**config.mk**
```make
export PLATFORM = sky130hd
export DESIGN_NAME = csba_core
export DESIGN_NICKNAME = d
export VERILOG_FILES = /design/src/shared/csba_pkg.sv /design/src/hdl/csba_core.sv
export SDC_FILE = /design/constraint.sdc
export NUM_CORES = 1
export LEC_CHECK = 0
export BUFFER_PORTS_ARGS = -buffer_cell sky130_fd_sc_hd__buf_4
export CAP_MARGIN = 20
export CORE_UTILIZATION = 40
export CTS_CLUSTER_SIZE = 10
export DETAILED_ROUTE_END_ITERATION = 10
export MAX_ROUTING_LAYER = met4
export PLACE_DENSITY = 0.73
export SLEW_MARGIN = 20
export SYNTH_ARGS = -nofsm -noshare
export SYNTH_HDL_FRONTEND = slang
export SYNTH_SLANG_ARGS = --single-unit
export TNS_END_PERCENT = 30
```
**constraint.sdc**
```tcl
create_clock -name clk -period 3.3 [get_ports clk]
set_input_delay 0.495 -clock clk [delete_from_list [all_inputs] [get_ports clk]]
set_output_delay 0.495 -clock clk [all_outputs]
set_load 0.1 [all_outputs]
```
**src/shared/csba_pkg.sv**
```systemverilog
// shared constants and types for the compare-skip and decimal adjust executor
package csba_pkg;

    // opcode layout
    localparam int          OPC_W         = 16;
    localparam int          FADDR_W       = 8;
    localparam logic [6:0]  OPC_CMP_LT    = 7'h30;   // 0110 000
    localparam logic [6:0]  OPC_CMP_GT    = 7'h32;   // 0110 010
    localparam int          OPC_HI_MSB    = 15;
    localparam int          OPC_HI_LSB    = 9;
    localparam int          ACCESS_BIT    = 8;
    localparam logic [15:0] OPC_DECADJ    = 16'h0007;

    // addressing
    localparam logic [7:0]  INDEXED_LIMIT = 8'h5F;

    // decimal adjust
    localparam logic [3:0]  BCD_MAX_DIGIT = 4'h9;
    localparam logic [4:0]  BCD_CORRECT   = 5'h06;

    // skip lengths
    localparam logic [1:0]  WORDS_MIN     = 2'h1;
    localparam logic [1:0]  WORDS_MAX     = 2'h3;

    // reset values
    localparam logic [7:0]  WORKING_REGISTER_RESET    = 8'h00;

    typedef enum logic [1:0] {
        Q1,
        Q2,
        Q3,
        Q4
    } csba_phase_type;

    typedef enum logic [1:0] {
        OP_NONE,
        OP_CMP_LT,
        OP_CMP_GT,
        OP_DECADJ
    } csba_op_type;

    typedef enum logic {
        ST_EXEC,
        ST_SKIP
    } csba_state_type;

    typedef struct packed {
        csba_op_type op;
        logic        access_sel;
        logic [7:0]  faddr;
    } csba_decoded_type;

endpackage : csba_pkg

```
**src/hdl/csba_core.sv**
```systemverilog
// executor for compare-skip-less/greater and decimal adjust of the working register
//
// Implementation choices: the register offsets and the strobed register port.
`timescale 1ns/1ps

// What this block does
// - opcode 0110 000a with 8-bit file address is the less-than compare.
// - less-than: unsigned file minus working register; smaller discards fetch, no flags.
// - greater-than: file above working register skips next instruction, else continues.
// - access bit 0 picks access bank, 1 uses bank select register.
// - access bit 0, extended set on, address up to 95: indexed literal offset.
// - one cycle without skip; skip adds one, two or three cycles by word count.
// - decode Q1, read file Q2, process Q3, idle Q4; skip cycles all idle.
// - decimal adjust turns 8-bit packed BCD sum into valid packed BCD.
// - upper nibble plus carry over 9, or carry set: add 6 plus carry.
// - opcode 0x0007, one cycle, no operands, only carry flag changes.
// - decimal adjust: decode Q1, read W Q2, process Q3, write W Q4.
module csba_core #(
    parameter int BANK_W       = 6,
    parameter int ACCESS_HI_BK = 63,
    parameter int ADDR_W       = BANK_W + csba_pkg::FADDR_W
) (
    input  wire logic                     clk,
    input  wire logic                     srst,
    input  wire logic                     instr_valid,
    input  wire logic [csba_pkg::OPC_W-1:0] instr_word,
    input  wire logic [1:0]               next_words,
    input  wire logic [7:0]               working_register,
    input  wire logic                     carry_flag,
    input  wire logic                     digit_carry_flag,
    input  wire logic [BANK_W-1:0]        bank_select_register,
    input  wire logic                     ext_set_enable,
    input  wire logic [ADDR_W-1:0]        index_base,
    input  wire logic [7:0]               file_rdata,
    output logic [1:0]                    q_phase,
    output logic                          instr_taken,
    output logic                          file_read,
    output logic [ADDR_W-1:0]             file_addr,
    output logic                          indexed_mode,
    output logic                          discard_fetched,
    output logic                          nop_cycle,
    output logic                          working_register_write,
    output logic [7:0]                    working_register_wdata,
    output logic                          carry_write,
    output logic                          carry_next,
    output logic                          busy
);
    import csba_pkg::*;

    localparam logic [BANK_W-1:0] ACCESS_HI = BANK_W'(ACCESS_HI_BK);

    csba_phase_type   phase;
    csba_state_type   state;
    csba_decoded_type cur;
    logic [1:0]       skip_left;
    logic             skip_pending;
    logic [1:0]       skip_len;

    function automatic csba_decoded_type decode_word(input logic [OPC_W-1:0] w);
        csba_decoded_type d;
        d.op         = OP_NONE;
        d.access_sel = w[ACCESS_BIT];
        d.faddr      = w[FADDR_W-1:0];
        if (w[OPC_HI_MSB:OPC_HI_LSB] == OPC_CMP_LT) begin
            d.op = OP_CMP_LT;
        end else if (w[OPC_HI_MSB:OPC_HI_LSB] == OPC_CMP_GT) begin
            d.op = OP_CMP_GT;
        end else if (w == OPC_DECADJ) begin
            d.op = OP_DECADJ;
        end
        return d;
    endfunction : decode_word

    function automatic logic is_indexed(input logic a, input logic en, input logic [7:0] f);
        return !a && en && (f <= INDEXED_LIMIT);
    endfunction : is_indexed

    function automatic logic [ADDR_W-1:0] file_address(
        input logic              a,
        input logic              en,
        input logic [7:0]        f,
        input logic [BANK_W-1:0] bank,
        input logic [ADDR_W-1:0] base
    );
        logic [ADDR_W-1:0] r;
        r = '0;
        if (is_indexed(a, en, f)) begin
            r = ADDR_W'(base + ADDR_W'(f));
        end else if (a) begin
            r = {bank, f};
        end else if (f <= INDEXED_LIMIT) begin
            r = {{BANK_W{1'b0}}, f};
        end else begin
            r = {ACCESS_HI, f};
        end
        return r;
    endfunction : file_address

    // decode of the word on the bus, shared by the latch, the read request and busy
    csba_decoded_type in_dec;
    logic             in_is_cmp;
    logic             in_known;

    always_comb begin
        in_dec    = decode_word(instr_word);
        in_is_cmp = (in_dec.op == OP_CMP_LT) || (in_dec.op == OP_CMP_GT);
        in_known  = (in_dec.op != OP_NONE);
    end

    // decimal adjust datapath, nibble corrections
    logic [4:0] lo_sum;
    logic [3:0] lo_new;
    logic       lo_cy;
    logic [4:0] hi_in;
    logic [4:0] hi_sum;
    logic       hi_adj;
    logic [7:0] next_working_register;
    logic       next_carry;

    always_comb begin
        lo_sum = {1'b0, working_register[3:0]};
        if ((working_register[3:0] > BCD_MAX_DIGIT) || digit_carry_flag) begin
            lo_sum = 5'({1'b0, working_register[3:0]} + BCD_CORRECT);
        end
        lo_new = lo_sum[3:0];
        lo_cy  = lo_sum[4];
        // the low-nibble correction carry feeds the upper digit
        hi_in  = 5'({1'b0, working_register[7:4]} + {4'h0, lo_cy});
        hi_adj = (hi_in > {1'b0, BCD_MAX_DIGIT}) || carry_flag;
        hi_sum = hi_in;
        if (hi_adj) begin
            hi_sum = 5'(hi_in + BCD_CORRECT);
        end
        next_working_register  = {hi_sum[3:0], lo_new};
        next_carry = carry_flag | hi_sum[4];
    end

    // unsigned compare result used in Q3
    logic cmp_less;
    logic cmp_greater;
    logic next_skip;

    always_comb begin
        cmp_less    = file_rdata < working_register;
        cmp_greater = file_rdata > working_register;
        next_skip   = 1'b0;
        unique case (cur.op)
            OP_CMP_LT: next_skip = cmp_less;
            OP_CMP_GT: next_skip = cmp_greater;
            OP_DECADJ: next_skip = 1'b0;
            OP_NONE:   next_skip = 1'b0;
        endcase
    end

    // clamp unexpected word counts into the supported 1..3 range
    always_comb begin
        skip_len = next_words;
        if (next_words < WORDS_MIN) begin
            skip_len = WORDS_MIN;
        end
    end

    // quadrature phase counter, free running
    always_ff @(posedge clk) begin
        if (srst) begin
            phase <= Q1;
        end else begin
            unique case (phase)
                Q1: phase <= Q2;
                Q2: phase <= Q3;
                Q3: phase <= Q4;
                Q4: phase <= Q1;
            endcase
        end
    end

    always_ff @(posedge clk) begin
        if (srst) begin
            q_phase <= 2'h0;
        end else begin
            q_phase <= 2'(phase + 2'h1);
        end
    end

    // instruction latch, taken in Q1 of an execution cycle
    always_ff @(posedge clk) begin
        if (srst) begin
            cur         <= '{op: OP_NONE, access_sel: 1'b0, faddr: 8'h00};
            instr_taken <= 1'b0;
        end else begin
            instr_taken <= 1'b0;
            if (phase == Q1) begin
                cur <= '{op: OP_NONE, access_sel: 1'b0, faddr: 8'h00};
                if (state == ST_EXEC && instr_valid) begin
                    cur         <= in_dec;
                    instr_taken <= 1'b1;
                end
            end
        end
    end

    // file read request, high through Q2 of a compare
    always_ff @(posedge clk) begin
        if (srst) begin
            file_read    <= 1'b0;
            file_addr    <= '0;
            indexed_mode <= 1'b0;
        end else begin
            file_read <= 1'b0;
            if (phase == Q1 && state == ST_EXEC && instr_valid) begin
                if (in_is_cmp) begin
                    file_read    <= 1'b1;
                    file_addr    <= file_address(instr_word[ACCESS_BIT], ext_set_enable,
                                                 instr_word[FADDR_W-1:0],
                                                 bank_select_register, index_base);
                    indexed_mode <= is_indexed(instr_word[ACCESS_BIT], ext_set_enable,
                                               instr_word[FADDR_W-1:0]);
                end
            end
        end
    end

    // working register write in Q4, only carry flag touched
    always_ff @(posedge clk) begin
        if (srst) begin
            working_register_write  <= 1'b0;
            working_register_wdata  <= WORKING_REGISTER_RESET;
            carry_write <= 1'b0;
            carry_next  <= 1'b0;
        end else begin
            working_register_write  <= 1'b0;
            carry_write <= 1'b0;
            if (phase == Q3 && cur.op == OP_DECADJ) begin
                working_register_write  <= 1'b1;
                working_register_wdata  <= next_working_register;
                carry_write <= 1'b1;
                carry_next  <= next_carry;
            end
        end
    end

    // compare outcome: discard pulse in Q4, compare never writes status
    always_ff @(posedge clk) begin
        if (srst) begin
            discard_fetched <= 1'b0;
            skip_pending    <= 1'b0;
        end else begin
            discard_fetched <= 1'b0;
            if (phase == Q3) begin
                discard_fetched <= next_skip;
                skip_pending    <= next_skip;
            end else if (phase == Q4) begin
                skip_pending <= 1'b0;
            end
        end
    end

    // skip sequencer: one idle cycle per word of the discarded instruction
    always_ff @(posedge clk) begin
        if (srst) begin
            state     <= ST_EXEC;
            skip_left <= 2'h0;
        end else if (phase == Q4) begin
            unique case (state)
                ST_EXEC: begin
                    if (skip_pending) begin
                        state     <= ST_SKIP;
                        skip_left <= skip_len;
                    end
                end
                ST_SKIP: begin
                    if (skip_left <= WORDS_MIN) begin
                        state     <= ST_EXEC;
                        skip_left <= 2'h0;
                    end else begin
                        skip_left <= 2'(skip_left - 2'h1);
                    end
                end
            endcase
        end
    end

    // nop_cycle and busy track the next cycle's state, so they line up with it
    always_ff @(posedge clk) begin
        if (srst) begin
            nop_cycle <= 1'b0;
        end else if (phase == Q4) begin
            nop_cycle <= (state == ST_EXEC) ? skip_pending
                                            : (skip_left > WORDS_MIN);
        end
    end

    // unknown words are accepted but leave busy low
    always_ff @(posedge clk) begin
        if (srst) begin
            busy <= 1'b0;
        end else if (phase == Q4) begin
            busy <= (state == ST_EXEC) ? skip_pending : (skip_left > WORDS_MIN);
        end else if (phase == Q1 && state == ST_EXEC && instr_valid) begin
            busy <= in_known;
        end
    end

endmodule : csba_core

```
==> Word level (Yosys, flattened, before mapping) <==
Cells that the tools add are included.
{ "classes": {"addsub": 6, "bitwise_logic": 5, "magnitude_cmp": 8, "n_reduce_logical": 21, "mux": 26, "eq_ne": 12} }
{ "ops": {"columns": ["operator", "count"], "rows": [
  ["14-bit two-way mux", 3],
  ["16-bit by 3-bit equality test with 1-bit output (second input constant)", 1],
  ["14-bit by 8-bit adder with 14-bit output", 1],
  ["7-bit by 6-bit equality test with 1-bit output (second input constant)", 2],
  ["2-bit two-way mux", 6],
  ["11-bit two-way mux", 1],
  ["2-bit equality test (second input constant)", 5],
  ["1-bit two-way mux", 10],
  ["5-bit two-way mux", 2],
  ["8-bit > comparator", 1],
  ["8-bit by 7-bit <= comparator with 1-bit output (second input constant)", 1],
  ["8-bit < comparator", 1],
  ["2-bit case mux with 4 select lines", 1],
  ["2-bit OR reduction", 4],
  ["2-bit by 1-bit equality test with 1-bit output (second input constant)", 3],
  ["1-bit logical AND", 6],
  ["2-bit nonzero test", 3],
  ["4-bit by 1-bit adder with 5-bit output", 1],
  ["4-bit by 3-bit adder with 5-bit output (second input constant)", 1],
  ["5-bit by 3-bit adder with 5-bit output (second input constant)", 1],
  ["5-bit by 4-bit > comparator with 1-bit output (second input constant)", 1],
  ["4-bit > comparator (second input constant)", 1],
  ["2-bit zero test", 2],
  ["1-bit NOT", 4],
  ["other kinds (13)", 16]
]} }
{ "word_totals": {"register_bits": 40, "out_inout_bits": 33, "wordCells": 94} }

==> Logic depth before layout (Yosys ltp) <==
{ "depth": {"depth_word": 8, "depth_mapped": 12} }

==> Worst setup path after synthesis <==
Ideal clock, no wire load.
{ "synth_path": {"kind": "input to register", "startpoint": "input working_register[1]", "endpoint": "register working_register_wdata[5]", "arrival_ns": 2.540, "setup_time_ns": 0.079, "n_path_buf": 0, "path_stages": 12, "setup_slack_ns": 0.681, "path_cell_list": "inv_1 > a21oi_1 > ha_1 > nand2_1 > xnor2_1 > ha_1 > nor2b_1 > a211oi_2 > maj3_1 > nor2_1 > a211o_1 > a211oi_2"} }
{ "synth_between": {"elab_chain_cells": 7, "elab_cells_between_ends": 9, "classes_between": "add/sub: 3; order compare: 2; mux: 2; reduce/logical: 2"} }
{ "synth_rtl": {"columns": ["item", "line", "rtl"], "rows": [
  ["from (decl)", "csba_core.sv:28", "input wire logic [7:0] working_register,"],
  ["4-bit > comparator", "csba_core.sv:122", "if ((working_register[3:0] > BCD_MAX_DIGIT) || digit_carry_flag) begin"],
  ["1-bit logical OR", "csba_core.sv:122", null],
  ["5-bit two-way mux (*)", "csba_core.sv:122", null],
  ["4-bit by 1-bit adder with 5-bit output (*)", "csba_core.sv:128", "hi_in = 5'({1'b0, working_register[7:4]} + {4'h0, lo_cy});"],
  ["5-bit by 4-bit > comparator with 1-bit output", "csba_core.sv:129", "hi_adj = (hi_in > {1'b0, BCD_MAX_DIGIT}) || carry_flag;"],
  ["1-bit logical OR", "csba_core.sv:129", null],
  ["5-bit two-way mux (*)", "csba_core.sv:131", "if (hi_adj) begin"],
  ["to (signal assigned)", "csba_core.sv:235", "working_register_wdata <= next_working_register;"],
  ["to (decl)", "csba_core.sv:43", "output logic [7:0] working_register_wdata,"]
]} }
Every way passes the cells marked *; elsewhere a longest branch is shown, timed or not.
A chain may end at the register's enable or synchronous reset.

==> Worst setup path in the final report <==
{ "layout_path": {"startpoint": "input working_register[1]", "endpoint": "register working_register_wdata[6]"} }
The elaborated chain is that of the path after synthesis.

==> results.py <==
metrics = {
    "layout": {
        "syn2layout_area_growth_pct": 30.7,
        "post-route-util_pct": 55.7,
        "nets": 497,
        "drive_above_1_share_pct": 25.5,
        "insertedDiodeCount": 0,
    },
    "global_routing": {
        "grt_max_degree": 39,
        "grt-ovfl-total": 0,
        "grt_pass1_wl_um": 10700,
        "grt_pass1_vias": 2538,
        "grt_usage_pct": 20.9,
        "antenna_found_initial": 0,
    },
    "synthesis": {
        "synth_top_area_cell": "dfxtp_1",
        "ys_seq_elements": 38,
        "synth-edff-count": 0,
        "ys_top_cells_by_count": "nor2_1 (46), dfxtp_1 (38), nand2_1 (27)",
        "async_reset_ff_share_pct": 0,
        "post-synth-top-area-fraction_pct": 29.4,
        "avgSynthCellArea_um2": 7.90,
        "yosysSeqAreaShare_pct": 29.4,
        "synth_cells": 327,
        "yosysWarnings": 0,
        "synthFlopType": "dfxtp_1",
        "synth_area_leaders": "dfxtp_1 (29%), ha_1 (12%), nor2_1 (6.7%), a211oi_1 (5.2%), a21oi_1 (4.8%)",
        "synth_cell_types": 49,
        "synth_area_mm2": 0.00258,
        "synth_nets": 413,
        "yosysMostFrequentCell": "nor2_1",
    },
    "pwr": {
        "power.share.sequential_pct": 41.2,
        "p_leak_nw": 1.47,
        "switching_share_pct": 35.2,
        "p_switching_w": 0.000418,
        "power_frac_clock_pct": 25.1,
        "ir_drop_mv": 0.296,
        "power_frac_comb_pct": 33.7,
        "intPower_w": 0.000769,
        "powerDensity_mw_per_mm2": 352,
        "power_w": 0.00119,
    },
    "outcome": {
        "status": "completed",
    },
    "floorplan": {
        "die_x_um": 82.4,
        "die_area_mm2": 0.00678,
        "rows": 28,
        "core_area_mm2": 0.00606,
        "io-pin-count": 93,
        "dieHeight_um": 82.4,
        "initial_core_util_pct": 42.6,
    },
    "cts": {
        "worstSkewPairLatency_ps": 280,
        "clock_sink_count": 38,
        "clock-root-buffer": "clkbuf_8",
        "htreeDepth": 2,
        "clkTransAtPathRegs_ps": 70,
        "numCtsBuffers": 5,
        "post_cts_buffers": 0,
        "holdBufCountCts": 0,
        "cts_resized": 0,
        "clock_path_buffers": 2,
        "cts_tree": "yes",
    },
    "placement": {
        "numPortBuffers": 92,
        "dp_hpwl_um": 5030,
        "globalplace.congestion": 0.901,
        "pre_cts_ws_ps": 262,
    },
    "sta": {
        "hold_viol": 0,
        "holdWs_ps": 452,
        "fin_skew_ps": 6.42,
        "setup_violations": 0,
        "worst_slack_ps": 549,
        "grt_setup_unrepaired": "false",
        "slew_viol_final": 0,
        "period_minus_slack_ps": 2750,
        "fin_crit_sh_pct": 83.4,
        "relSlewSlack_pct": 57.9,
        "timing.setup.tns_ps": 0,
        "worstMarginPinSlew_ps": 626,
        "fmax_mhz": 363,
    },
    "worst_setup_path": {
        "start_kind": "input pin",
        "cp-end-kind": "register",
        "worstPathArrival_ps": 2910,
        "critPathRequiredTime_ps": 3460,
        "crit_type": "in2reg",
        "crit_path_max_fanout": 5,
    },
    "hold_path": {
        "min_path_type": "reg2reg",
    },
    "route": {
        "firstDrtPassIters": 4,
        "avgViaCountPerCell": 5.45,
        "drc": 0,
        "totalWireLength_um": 6270,
        "num_vias": 2647,
        "wire_per_inst_um": 12.9,
        "ant_nets": 0,
        "drt_iter0_markers": 89,
    },
    "run": {
        "drv_cap": 0,
    },
}
[state kept, by name (all words and copies together) (netlist names)]
register	count
state	1
file_read	1
carry_write	1
phase	2
working_register_wdata	8
skip_pending	1
q_phase	1
indexed_mode	1
instr_taken	1
discard_fetched	1
skip_left	2
busy	1
file_addr	14
carry_next	1
cur	2
[power by group through the flow]
stage | sequential [W] | clock (W) | combinational [W]
after floorplan | 0.000560 | 0 | 0.000220
after global placement | 0.000499 | 0 | 0.000393
after detailed placement | 0.000500 | 0 | 0.000399
after CTS | 0.000489 | 0.000308 | 0.000400
after global routing | 0.000492 | 0.000325 | 0.000441
final | 0.000489 | 0.000299 | 0.000400
[placed cells by master (no fill, tap or decap), types with 3 or more instances in the layout]
cell,count
inv_1,21
ha_1,25
nor2_1,46
a21oi_1,25
nor4b_1,3
nor3_1,11
nand4_1,4
a211oi_1,18
buf_4,93
o21a_1,3
nor2b_1,7
nor3b_1,3
xnor2_1,14
o21ai_0,9
nor4_1,3
o21bai_1,4
o32ai_1,6
nand2_1,27
clkbuf_8,5
dfxtp_1,38
mux2i_1,4
nand3_1,9
[layout make-up]
cell class	instances	area [µm²]
fillers	589	2680
multi-input cells	252	1670
flip-flops and latches	38	761
repair buffers	93	698
well taps	75	93.8
inverters	21	78.8
clock buffers	5	68.8
clock inverters	2	10.0
[metal layers]
metal,up-vias,global-route usage [%],routed length [µm]
met5,-,-,0
li1,1340,-,-
met4,0,7.37,106
met1,1229,24.1,2850
met3,8,4.18,293
met2,70,35.8,3020
[final timing paths]
check                           start                                endpoint  slack, ps  cells after the start
setup reg to reg  phase[0]$_SDFF_PP0_              file_addr[10]$_SDFFE_PP0P_       1260                      8
hold / removal    phase[0]$_SDFF_PP0_                   q_phase[0]$_SDFF_PP0_        450                      1
hold reg to reg   phase[0]$_SDFF_PP0_                   q_phase[0]$_SDFF_PP0_        450                      1
setup / recovery  working_register[1]  working_register_wdata[6]$_SDFFE_PP0P_        550                     13
[worst max-delay path, cell delays in order]
cell and delay (ps):
buf_4 90, inv_1 60, a21oi_1 270, ha_1 300, nand2_1 90, xnor2_1 230
ha_1 230, nor2b_1 220, a211oi_2 80, maj3_1 370, nor2_1 170, o221ai_1 140
nor3b_1 160
[per-stage QoR]
stage / cells / instance area [µm²]
2_1_floorplan: 327 / 2580
3_3_place_gp: 479 / 3300
3_5_place_dp: 479 / 3300
4_1_cts: 486 / 3380
5_1_grt: 486 / 3380
6_report: 486 / 3380
[cell families (layout without fill, tap and decap cells)]
kind of cell	count (synthesis)	count (layout)	synth area share [%]
DFF	38	38	29.4
xor gates and xnor gates	14	14	4.75
muxes	4	4	1.55
and+or+nand+nor	121	121	22.0
adders and majority gates	27	27	13.3
buffers and inverters	37	121	6.05
AOI/OAI and AO/OA	86	86	22.9
Power figures use the tool's default switching activity.
